**config.mk**
```make
export PLATFORM = sky130hd
export DESIGN_NAME = tmcap_timer16
export DESIGN_NICKNAME = d
export VERILOG_FILES = /design/src/hdl/tmcap_pkg.sv /design/src/hdl/tmcap_timer16.sv
export SDC_FILE = /design/constraint.sdc
export NUM_CORES = 1
export LEC_CHECK = 0
export ABC_AREA = 1
export BUFFER_PORTS_ARGS = -buffer_cell sky130_fd_sc_hd__buf_2
export CORE_MARGIN = 2
export CORE_UTILIZATION = 54
export DETAILED_ROUTE_END_ITERATION = 7
export GPL_ROUTABILITY_DRIVEN = 1
export PLACE_DENSITY = 0.75
export SLEW_MARGIN = 20
export SYNTH_ARGS = -nofsm -noshare
export SYNTH_HDL_FRONTEND = slang
export SYNTH_SLANG_ARGS = --single-unit
```
**constraint.sdc**
```tcl
create_clock -name i_sys_clk -period 3.3 [get_ports i_sys_clk]
set_input_delay 0.495 -clock i_sys_clk [delete_from_list [all_inputs] [get_ports i_sys_clk]]
set_output_delay 0.495 -clock i_sys_clk [all_outputs]
set_load 0.02 [all_outputs]
```
**src/hdl/tmcap_pkg.sv**
```systemverilog
// shared constants and carrier types for the 16-bit timer counter and capture block
package tmcap_pkg;
  // register indices on the byte-wide register port
  localparam logic [3:0] TMCAP_OFS_CTRL_A = 4'h0;
  localparam logic [3:0] TMCAP_OFS_CTRL_B = 4'h1;
  localparam logic [3:0] TMCAP_OFS_CNT_LO = 4'h2;
  localparam logic [3:0] TMCAP_OFS_CNT_HI = 4'h3;
  localparam logic [3:0] TMCAP_OFS_CAP_LO = 4'h4;
  localparam logic [3:0] TMCAP_OFS_CAP_HI = 4'h5;
  localparam logic [3:0] TMCAP_OFS_FLAGS = 4'h6;
  localparam logic [3:0] TMCAP_OFS_CMP_CS = 4'h7;
  // field positions
  localparam int TMCAP_A_WGM_LSB = 0;
  localparam int TMCAP_B_CS_LSB = 0;
  localparam int TMCAP_B_WGM_LSB = 3;
  localparam int TMCAP_B_EDGE_BIT = 6;
  localparam int TMCAP_B_NCANC_BIT = 7;
  localparam int TMCAP_F_OVF_BIT = 0;
  localparam int TMCAP_F_CAP_BIT = 1;
  localparam int TMCAP_C_SEL_BIT = 2;
  // reset values
  localparam logic [7:0] TMCAP_RST_BYTE = 8'h00;
  localparam logic [15:0] TMCAP_RST_WORD = 16'h0000;
  // fixed count limits
  localparam logic [15:0] TMCAP_MAX = 16'hFFFF;
  localparam logic [15:0] TMCAP_BOTTOM = 16'h0000;
  localparam logic [15:0] TMCAP_TOP_8BIT = 16'h00FF;
  localparam logic [15:0] TMCAP_TOP_9BIT = 16'h01FF;
  localparam logic [15:0] TMCAP_TOP_10BIT = 16'h03FF;
  // prescaler width and tap masks
  localparam int TMCAP_PRE_W = 10;
  localparam logic [9:0] TMCAP_PRE_DIV8 = 10'h007;
  localparam logic [9:0] TMCAP_PRE_DIV64 = 10'h03F;
  localparam logic [9:0] TMCAP_PRE_DIV256 = 10'h0FF;
  localparam logic [9:0] TMCAP_PRE_DIV1024 = 10'h3FF;
  // noise canceller sample depth
  localparam int TMCAP_NC_DEPTH = 4;

  // clock select codes
  typedef enum logic [2:0] {
    TMCAP_CS_STOP = 3'h0,
    TMCAP_CS_DIV1 = 3'h1,
    TMCAP_CS_DIV8 = 3'h2,
    TMCAP_CS_DIV64 = 3'h3,
    TMCAP_CS_DIV256 = 3'h4,
    TMCAP_CS_DIV1024 = 3'h5,
    TMCAP_CS_EXT_FALL = 3'h6,
    TMCAP_CS_EXT_RISE = 3'h7
  } tmcap_cs_e;

  // register port request
  typedef struct packed {
    logic [3:0] addr;
    logic [7:0] wdata;
    logic wr;
    logic rd;
  } tmcap_bus_s;

  // counter status towards waveform logic
  typedef struct packed {
    logic [15:0] value;
    logic [3:0] mode;
    logic top;
    logic bottom;
    logic down;
  } tmcap_cnt_s;
endpackage

```
**src/hdl/tmcap_timer16.sv**
```systemverilog
// 16-bit up/down counter with shared high-byte latch and input capture unit
// What this block does
// RULE1 - one 8-bit high-byte latch serves every 16-bit register of the timer
// RULE2 - latch keeps its byte after a low-byte write, reusable for next register
// RULE3 - three-bit clock select field in control B picks internal or external clock
// RULE4 - counter steps by one up or down, or clears, on each timer clock
// RULE5 - TOP flags the sequence maximum, BOTTOM flags a zero counter
// RULE6 - upper-byte access hits the latch; low read loads it, low write drains it
// RULE7 - clock select zero stops counting, counter stays readable and writable
// RULE8 - software counter write beats a clear or count in the same cycle
// RULE9 - four-bit waveform mode split over control A and B picks the sequence
// RULE10 - overflow flag set where the mode says, and it requests an interrupt
// RULE11 - trigger from capture pin; comparator output only on instance with comparator
// RULE12 - matching edge of the trigger copies the whole counter into capture register
// RULE13 - capture flag set in the same cycle the capture register is loaded
// RULE14 - capture flag clears on interrupt service or on writing a one
// RULE15 - capture low byte read first loads latch; upper read returns latch
// RULE16 - capture register writable only in modes using it as TOP, upper first
// RULE17 - comparator select bit routes comparator; software clears flag after switching
// RULE18 - noise canceller output moves only after four equal samples, feeds edge detector
// RULE19 - enabled canceller adds four system clocks from input change to capture
// RULE20 - canceller enable in control B, runs on system clock, ignores prescaler
// RULE21 - canceller and edge detector idle only in modes using capture as TOP; only the edge detector is gated, the canceller keeps sampling
// RULE22 - pin driven by software captures too; each capture overwrites the register
// RULE23 - edge select bit chooses rising or falling trigger transitions
//
// Local design decisions: the register addresses and the strobed register port.
`timescale 1ns/1ps
`default_nettype none
module tmcap_timer16 #(
  parameter bit HAS_COMPARATOR = 1'b1
) (
  input wire logic i_sys_clk,
  input wire logic i_arst_n,
  input wire tmcap_pkg::tmcap_bus_s i_bus,
  output logic [7:0] o_rdata,
  input wire logic i_capture_input_pin,
  input wire logic i_comparator_output,
  input wire logic i_ext_clk_pin,
  input wire logic [15:0] i_compare_a_top,
  input wire logic i_overflow_irq_ack,
  input wire logic i_capture_irq_ack,
  output logic o_overflow_flag,
  output logic o_capture_flag,
  output tmcap_pkg::tmcap_cnt_s o_counter
);
  import tmcap_pkg::*;

  // whole block state
  typedef struct packed {
    logic [7:0] rdata;
    logic [7:0] ctrl_a;
    logic [7:0] ctrl_b;
    logic cmp_sel;
    logic [7:0] temp;
    logic [15:0] cnt;
    logic down;
    logic [15:0] cap;
    logic ovf;
    logic capf;
    logic top;
    logic bottom;
    logic [TMCAP_PRE_W-1:0] pre;
    logic [1:0] ext_sync;
    logic ext_prev;
    logic [1:0] pin_sync;
    logic [1:0] cmp_sync;
    logic [TMCAP_NC_DEPTH-1:0] nc_sr;
    logic nc_hold;
    logic det_prev;
  } tmcap_state_s;

  tmcap_state_s st_r;
  tmcap_state_s st_nxt;

  logic [3:0] wgm;
  tmcap_cs_e cs;
  logic [15:0] top_val;
  logic dual_slope;
  logic fast_pwm;
  logic clear_at_top;
  logic cap_is_top;
  logic tick;
  logic ext_edge_rise;
  logic ext_edge_fall;
  logic trig_raw;
  logic nc_all_eq;
  logic nc_out;
  logic det_in;
  logic cap_event;
  logic wr_cnt_lo;
  logic wr_cap_lo;
  logic tov_set;

  // mode decode shared by counter and capture
  always_comb begin
    // waveform mode split over the two control bytes
    // RULE9 mode field join
    wgm = {st_r.ctrl_b[TMCAP_B_WGM_LSB +: 2], st_r.ctrl_a[TMCAP_A_WGM_LSB +: 2]};
    cs = tmcap_cs_e'(st_r.ctrl_b[TMCAP_B_CS_LSB +: 3]);
    dual_slope = 1'b0;
    fast_pwm = 1'b0;
    clear_at_top = 1'b0;
    cap_is_top = 1'b0;
    top_val = TMCAP_MAX;
    unique case (wgm)
      4'h1: begin
        top_val = TMCAP_TOP_8BIT;
        dual_slope = 1'b1;
      end
      4'h2: begin
        top_val = TMCAP_TOP_9BIT;
        dual_slope = 1'b1;
      end
      4'h3: begin
        top_val = TMCAP_TOP_10BIT;
        dual_slope = 1'b1;
      end
      4'h4: begin
        top_val = i_compare_a_top;
        clear_at_top = 1'b1;
      end
      4'h5: begin
        top_val = TMCAP_TOP_8BIT;
        fast_pwm = 1'b1;
      end
      4'h6: begin
        top_val = TMCAP_TOP_9BIT;
        fast_pwm = 1'b1;
      end
      4'h7: begin
        top_val = TMCAP_TOP_10BIT;
        fast_pwm = 1'b1;
      end
      4'h8, 4'hA: begin
        top_val = st_r.cap;
        dual_slope = 1'b1;
        cap_is_top = 1'b1;
      end
      4'h9, 4'hB: begin
        top_val = i_compare_a_top;
        dual_slope = 1'b1;
      end
      4'hC: begin
        top_val = st_r.cap;
        clear_at_top = 1'b1;
        cap_is_top = 1'b1;
      end
      4'hE: begin
        top_val = st_r.cap;
        fast_pwm = 1'b1;
        cap_is_top = 1'b1;
      end
      4'hF: begin
        top_val = i_compare_a_top;
        fast_pwm = 1'b1;
      end
      default: begin
        top_val = TMCAP_MAX;
      end
    endcase
  end

  // timer clock enable from prescaler taps or the synchronised external pin
  always_comb begin
    ext_edge_rise = st_r.ext_sync[1] & ~st_r.ext_prev;
    ext_edge_fall = ~st_r.ext_sync[1] & st_r.ext_prev;
    // RULE3 clock source pick
    // RULE7 stop when zero
    unique case (cs)
      TMCAP_CS_STOP: tick = 1'b0;
      TMCAP_CS_DIV1: tick = 1'b1;
      TMCAP_CS_DIV8: tick = (st_r.pre & TMCAP_PRE_DIV8) == TMCAP_PRE_DIV8;
      TMCAP_CS_DIV64: tick = (st_r.pre & TMCAP_PRE_DIV64) == TMCAP_PRE_DIV64;
      TMCAP_CS_DIV256: tick = (st_r.pre & TMCAP_PRE_DIV256) == TMCAP_PRE_DIV256;
      TMCAP_CS_DIV1024: tick = st_r.pre == TMCAP_PRE_DIV1024;
      TMCAP_CS_EXT_FALL: tick = ext_edge_fall;
      TMCAP_CS_EXT_RISE: tick = ext_edge_rise;
    endcase
  end

  // trigger selection, noise canceller and edge detector
  always_comb begin
    // comparator path exists only on the instance that has one
    // RULE11 trigger source
    // RULE17 comparator routing
    trig_raw = (HAS_COMPARATOR && st_r.cmp_sel) ? st_r.cmp_sync[1] : st_r.pin_sync[1];
    // output may only move when all four samples agree
    // RULE18 four equal samples
    nc_all_eq = (st_r.nc_sr == {TMCAP_NC_DEPTH{1'b1}}) || (st_r.nc_sr == {TMCAP_NC_DEPTH{1'b0}});
    nc_out = nc_all_eq ? st_r.nc_sr[TMCAP_NC_DEPTH-1] : st_r.nc_hold;
    // filtered path lags the raw one by the four sample stages
    // RULE19 four cycle delay
    // RULE20 canceller enable
    det_in = st_r.ctrl_b[TMCAP_B_NCANC_BIT] ? nc_out : trig_raw;
    // edge select: one takes rising, zero takes falling
    // RULE23 edge polarity
    // RULE21 detector gating
    // RULE12 edge match
    cap_event = ~cap_is_top && (det_in != st_r.det_prev) && (det_in == st_r.ctrl_b[TMCAP_B_EDGE_BIT]);
  end

  // register access, counter and capture next state
  always_comb begin
    st_nxt = st_r;
    wr_cnt_lo = i_bus.wr && (i_bus.addr == TMCAP_OFS_CNT_LO);
    wr_cap_lo = i_bus.wr && (i_bus.addr == TMCAP_OFS_CAP_LO) && cap_is_top;
    tov_set = 1'b0;

    // input synchronisers; only the second stage is read by logic
    st_nxt.ext_sync = {st_r.ext_sync[0], i_ext_clk_pin};
    st_nxt.ext_prev = st_r.ext_sync[1];
    st_nxt.pin_sync = {st_r.pin_sync[0], i_capture_input_pin};
    st_nxt.cmp_sync = {st_r.cmp_sync[0], i_comparator_output};
    // canceller samples every system clock, independent of prescaler
    // RULE20 system clock sampling
    st_nxt.nc_sr = {st_r.nc_sr[TMCAP_NC_DEPTH-2:0], trig_raw};
    st_nxt.nc_hold = nc_out;
    st_nxt.det_prev = det_in;
    st_nxt.pre = st_r.pre + 1'b1;

    // counting sequence, only on an active timer clock
    if (tick) begin
      // RULE4 step or clear
      if (dual_slope) begin
        if (!st_r.down) begin
          if (st_r.cnt >= top_val) begin
            st_nxt.down = 1'b1;
            st_nxt.cnt = st_r.cnt - 1'b1;
          end else begin
            st_nxt.cnt = st_r.cnt + 1'b1;
          end
        end else begin
          if (st_r.cnt == TMCAP_BOTTOM) begin
            st_nxt.down = 1'b0;
            st_nxt.cnt = st_r.cnt + 1'b1;
          end else begin
            st_nxt.cnt = st_r.cnt - 1'b1;
          end
        end
        // dual slope modes overflow at the bottom turn
        // RULE10 overflow point
        tov_set = st_r.down && (st_r.cnt == TMCAP_BOTTOM + 16'h0001);
      end else begin
        st_nxt.down = 1'b0;
        if ((fast_pwm || clear_at_top) && st_r.cnt == top_val) begin
          st_nxt.cnt = TMCAP_BOTTOM;
        end else begin
          st_nxt.cnt = st_r.cnt + 1'b1;
        end
        // fast modes overflow at TOP, normal and clear modes at MAX
        // RULE10 overflow point
        tov_set = fast_pwm ? (st_r.cnt == top_val) : (st_r.cnt == TMCAP_MAX);
      end
    end

    // software write wins; the pending step and its overflow are dropped
    // RULE8 write priority
    // RULE6 latch into upper byte
    if (wr_cnt_lo) begin
      st_nxt.cnt = {st_r.temp, i_bus.wdata};
      tov_set = 1'b0;
    end

    // shared latch loads from upper-byte writes and low-byte reads only;
    // low-byte writes leave it alone so it can be reused
    // RULE1 shared latch
    // RULE2 latch retained
    if (i_bus.wr && (i_bus.addr == TMCAP_OFS_CNT_HI || i_bus.addr == TMCAP_OFS_CAP_HI)) begin
      st_nxt.temp = i_bus.wdata;
    end
    // RULE6 low read loads latch
    // RULE15 capture low first
    if (i_bus.rd && i_bus.addr == TMCAP_OFS_CNT_LO) begin
      st_nxt.temp = st_r.cnt[15:8];
    end
    if (i_bus.rd && i_bus.addr == TMCAP_OFS_CAP_LO) begin
      st_nxt.temp = st_r.cap[15:8];
    end

    // control bytes; reserved bits are not stored and read as zero
    if (i_bus.wr && i_bus.addr == TMCAP_OFS_CTRL_A) begin
      st_nxt.ctrl_a = {6'h00, i_bus.wdata[TMCAP_A_WGM_LSB +: 2]};
    end
    if (i_bus.wr && i_bus.addr == TMCAP_OFS_CTRL_B) begin
      st_nxt.ctrl_b = i_bus.wdata & 8'hDF;
    end
    if (i_bus.wr && i_bus.addr == TMCAP_OFS_CMP_CS) begin
      // switching may fire a capture; software clears the flag after
      // RULE17 comparator select
      st_nxt.cmp_sel = HAS_COMPARATOR & i_bus.wdata[TMCAP_C_SEL_BIT];
    end

    // capture register writable only while it defines TOP
    // RULE16 write gating
    if (wr_cap_lo) begin
      st_nxt.cap = {st_r.temp, i_bus.wdata};
    end
    // every capture overwrites, read or not; pin driven by software counts too
    // RULE12 copy counter
    // RULE22 overwrite on capture
    if (cap_event) begin
      st_nxt.cap = st_r.cnt;
    end

    // flags: acknowledge or write-one clears, a set in the same cycle wins
    // RULE14 flag clear
    if (i_capture_irq_ack || (i_bus.wr && i_bus.addr == TMCAP_OFS_FLAGS && i_bus.wdata[TMCAP_F_CAP_BIT])) begin
      st_nxt.capf = 1'b0;
    end
    if (i_overflow_irq_ack || (i_bus.wr && i_bus.addr == TMCAP_OFS_FLAGS && i_bus.wdata[TMCAP_F_OVF_BIT])) begin
      st_nxt.ovf = 1'b0;
    end
    // RULE13 flag with capture
    if (cap_event) begin
      st_nxt.capf = 1'b1;
    end
    // RULE10 overflow flag set
    if (tov_set) begin
      st_nxt.ovf = 1'b1;
    end

    // extremes follow the value the counter is about to hold
    // RULE5 top and bottom
    st_nxt.top = st_nxt.cnt == top_val;
    st_nxt.bottom = st_nxt.cnt == TMCAP_BOTTOM;

    // read data stands one cycle after the strobe; upper bytes return the latch
    st_nxt.rdata = TMCAP_RST_BYTE;
    if (i_bus.rd) begin
      unique case (i_bus.addr)
        TMCAP_OFS_CTRL_A: st_nxt.rdata = st_r.ctrl_a;
        TMCAP_OFS_CTRL_B: st_nxt.rdata = st_r.ctrl_b;
        TMCAP_OFS_CNT_LO: st_nxt.rdata = st_r.cnt[7:0];
        // RULE6 upper reads latch
        TMCAP_OFS_CNT_HI: st_nxt.rdata = st_r.temp;
        TMCAP_OFS_CAP_LO: st_nxt.rdata = st_r.cap[7:0];
        // RULE15 upper reads latch
        TMCAP_OFS_CAP_HI: st_nxt.rdata = st_r.temp;
        TMCAP_OFS_FLAGS: st_nxt.rdata = {6'h00, st_r.capf, st_r.ovf};
        TMCAP_OFS_CMP_CS: st_nxt.rdata = {5'h00, st_r.cmp_sel, 2'h0};
        default: st_nxt.rdata = TMCAP_RST_BYTE;
      endcase
    end
  end

  // single state register; reset loads constants only
  always_ff @(posedge i_sys_clk or negedge i_arst_n) begin
    if (!i_arst_n) begin
      st_r <= '0;
      st_r.cnt <= TMCAP_RST_WORD;
      st_r.cap <= TMCAP_RST_WORD;
      st_r.bottom <= 1'b1;
    end else begin
      st_r <= st_nxt;
    end
  end

  // outputs straight from the state register
  assign o_rdata = st_r.rdata;
  assign o_overflow_flag = st_r.ovf;
  assign o_capture_flag = st_r.capf;
  // one driver for the whole struct; field order is value, mode, top, bottom, down
  assign o_counter = {st_r.cnt, wgm, st_r.top, st_r.bottom, st_r.down};
endmodule
`default_nettype wire

```
==> qor.yml <==
outcome:
  status: "complete, but fails checks"
  violations: "negative setup slack"
power_and_ir_drop:
  switching_share: 0.488
  powerDensity_nw_per_um2: 932
  combPwrFrac: 0.673
  power.switching_mw: 3.84
  p_int_mw: 4.04
  pwr-share-clk: 0.128
  pwr-share-seq: 0.199
  power_leakage_nw: 4.50
  peakVddDrop_mv: 0.768
  totalPowerFinal_mw: 7.88
critical_path:
  cp_max_fo: 6
  critPathSlowestCell: "dfrtp_1"
  crit_path_max_incr_delay_ps: 440
  critPathRequiredTime_ps: 3540
  startpoint_type: "flip-flop"
  critPathCaptureType: "flip-flop"
  crit_type: "reg2reg"
  cp_common_cell: "buf_4"
  critPathArrivalTime_ps: 3700
yosys:
  netlist_area_sq_um: 6480
  synth_compound_area_frac: 0.152
  synth_seq_area_share: 0.332
  synth_top_family_by_area: "simple AND/OR/NAND/NOR gates"
  synth_top_cell_by_area: "dfrtp_1"
  synthSimpleGateAreaFrac: 0.294
  synth_cells: 914
  yosys-top-cells-area: "dfrtp_1 (33%), nand2_1 (14%), inv_1 (8.1%)"
  synthAdderAreaFrac: 0.0406
  ys_warn_count: 0
  yosys.area.top_type_share: 0.328
  ys_ff_latch: 86
  synth_cell_type_count: 49
  syn_avg_cell_area_sq_um: 7.09
  synth_xor_area_frac: 0.0324
  muxShareOfSynthArea: 0
  synth_fp_nets: 972
floorplanning:
  die_w_microns: 114
  rows: 40
  start_util: 0.546
  core_area_sq_um: 11900
  die_h_microns: 114
  io_pins: 70
  dieArea_sq_um: 12900
drt:
  drt_iter0_markers: 751
  drc: 0
  postRouteAntennaNets: 0
  wire_per_inst_microns: 18.8
  dr.pass1.iters: 6
  routed_via_density: 5.78
  wl_mm: 22.9
  num_vias: 7048
global_routing:
  grt.total_usage: 0.340
  grt_max_degree: 57
  antenna_found_initial: 0
  grt_pass1_vias: 6532
  grt_pass1_wl_mm: 33.6
  overflow: 0
timing:
  max-slew-margin-rel: 0.517
  min_period_over_period: 1.05
  rsz0062_at_grt: "true"
  max_freq_ghz: 0.289
  worst_pin_slew_ps: 725
  slew_viol_final: 0
  setup_violations: 2
  finalHoldViolCount: 0
  clock_skew_ps: 10.7
  post-route-min-period_ps: 3460
  finalSetupTns_ps: -327
  fin_ws_ps: -165
placed_design:
  place_congestion: 0.996
  place_inst: 1161
  io_buffers: 69
  hpwl_mm: 15.6
clock_network:
  cts_root_buf: "clkbuf_16"
  htreeDepth: 3
  clock_path_buffers: 2
  path_clk_slew_ps: 70
  clk_latency_ps: 350
  cts.sinks: 86
  cts_made_buffers: 9
  cts_tree: "yes"
flow_run:
  drv_cap: 0
finish:
  antenna_cells: 0
  drive_above_1_share: 0.346
  fin_cells: 1220
  fill_cells: 948
  multiInputGateArea_sq_um: 3830
  nNetsFinal: 1126
  areaGrowthSynthToFinish_pct: 30.5
  area.sequential_sq_um: 2160
worst_hold_path:
  min_path_type: "in2async"
[power groups by stage]
stage | combinational [mW] | sequential, mW | clock (mW)
after floorplan | 2.66 | 1.53 | 0
after CTS | 4.32 | 1.53 | 1.01
after global placement | 3.95 | 1.54 | 0
after detailed placement | 3.97 | 1.55 | 0
after global routing | 5.69 | 1.59 | 1.07
final | 5.30 | 1.57 | 1.01
[final timing paths]
kind / slack (ps) / endpoint / depth (start not counted) / startpoint
setup / recovery: -160 / o_counter[2] / 28 / o_counter[6]
hold / removal: 210 / st_nxt[5] / 1 / i_arst_n
setup reg to reg: -160 / o_counter[2] / 28 / o_counter[6]
hold reg to reg: 350 / st_r[9] / 0 / st_nxt[9]
max in group asynchronous: 2280 / o_counter[1] / 2 / i_arst_n
min in group i_sys_clk: 250 / st_nxt[12] / 1 / i_ext_clk_pin
[per-layer routing]
layer / GRT usage / wire length [microns]
met5: 0 / 0
met3: 0.0670 / 2200
met1: 0.443 / 8740
met2: 0.545 / 10800
met4: 0.167 / 1210
[sequential cells by signal, summed over array words and instances, names as in the netlist]
signal / cells
o_rdata: 8
o_overflow_flag: 1
st_nxt: 7
o_counter: 23
cs: 3
st_r: 43
o_capture_flag: 1
[placed cells by master (no fill, tap or decap), types with 3 or more instances in the layout]
| cell | netlist | layout |
|---|---|---|
| a21o_1 | 3 | 3 |
| a21oi_1 | 32 | 24 |
| a21oi_2 | 1 | 6 |
| a21oi_4 | 0 | 3 |
| a221oi_1 | 6 | 6 |
| a22oi_1 | 7 | 7 |
| buf_2 | 10 | 68 |
| buf_4 | 33 | 119 |
| buf_6 | 4 | 7 |
| buf_8 | 0 | 3 |
| clkbuf_16 | 0 | 10 |
| clkinv_1 | 3 | 3 |
| dfrtp_1 | 85 | 83 |
| ha_1 | 21 | 14 |
| ha_4 | 0 | 7 |
| inv_1 | 140 | 132 |
| inv_2 | 7 | 15 |
| nand2_1 | 250 | 196 |
| nand2_2 | 13 | 56 |
| nand2_4 | 2 | 13 |
| nand3_1 | 48 | 43 |
| nand3_2 | 1 | 4 |
| nand3_4 | 2 | 4 |
| nand4_1 | 19 | 19 |
| nor2_1 | 51 | 40 |
| nor2_2 | 7 | 12 |
| nor2_4 | 7 | 13 |
| nor3_1 | 7 | 5 |
| nor3_2 | 3 | 5 |
| o211ai_1 | 10 | 10 |
| o21ai_0 | 58 | 52 |
| o21ai_2 | 1 | 7 |
| o221ai_1 | 16 | 16 |
| o22ai_1 | 13 | 13 |
| xnor2_1 | 4 | 4 |
| xor2_1 | 20 | 20 |
[per-stage QoR]
step                hold WS (ps)  utilization  instance area, sq um  setup slack [ps]
floorplan                    199            -                  6480              89.9
global placement             332        0.614                  7290              -243
detailed placement           337        0.614                  7290              -276
CTS                          221        0.663                  7860             -38.0
global route                 234        0.713                  8450              -351
finish                       209        0.713                  8450              -165
[synthesized netlist by cell type, drive strengths merged]
| cell type | instances |
|---|---|
| nand3b | 2 |
| nor2 | 66 |
| o211ai | 10 |
| nand2 | 265 |
| a22oi | 7 |
| nand4 | 19 |
| dfrtp | 85 |
| xor2 | 20 |
| o221ai | 16 |
| a221oi | 6 |
| ha | 21 |
| o31ai | 2 |
| o32ai | 1 |
| o21a | 2 |
| nor4 | 2 |
| a211oi | 1 |
| o22ai | 13 |
| a21o | 3 |
| a21boi | 1 |
| a21oi | 33 |
| xnor2 | 4 |
| clkbuf | 9 |
| nand3 | 51 |
| o21bai | 1 |
| clkinv | 4 |
| inv | 147 |
| nor3 | 12 |
| a31oi | 1 |
| a2111oi | 1 |
| o21ai | 60 |
| buf | 48 |
| dfstp | 1 |
[final cells by class]
type                       count  area share
clock buffer                   9      0.0266
clock inverter                 7     0.00755
inverter                     151      0.0672
multi-input combinational    620       0.453
sequential                    86       0.255
tap                          147      0.0218
timing repair buffer         200       0.168
[cells by family after synthesis]
group / count (synthesis)
buffers and inverters: 208
xor gates and xnor gates: 24
and+or+nand+nor: 417
DFF: 86
adders and majority gates: 21
AOI/OAI and AO/OA: 158
[worst max-delay path: cells and delay by family (launching register included)]
family                 cells  cell delay, ps
buffers and inverters     17            2080
AO/OA/AOI/OAI              3             290
AND/OR/NAND/NOR            8             520
flip-flops                 1             440
[repair_timing]
action | in CTS | in global routing
setup endpoints to repair | 2 | 17
hold buffers | 0 | 0
pin swaps | 6 | 66
cloned | 0 | 1
resized for setup | 22 | 125
buffers inserted | 30 | 15
Note: power is estimated with default switching activity, not from simulation.
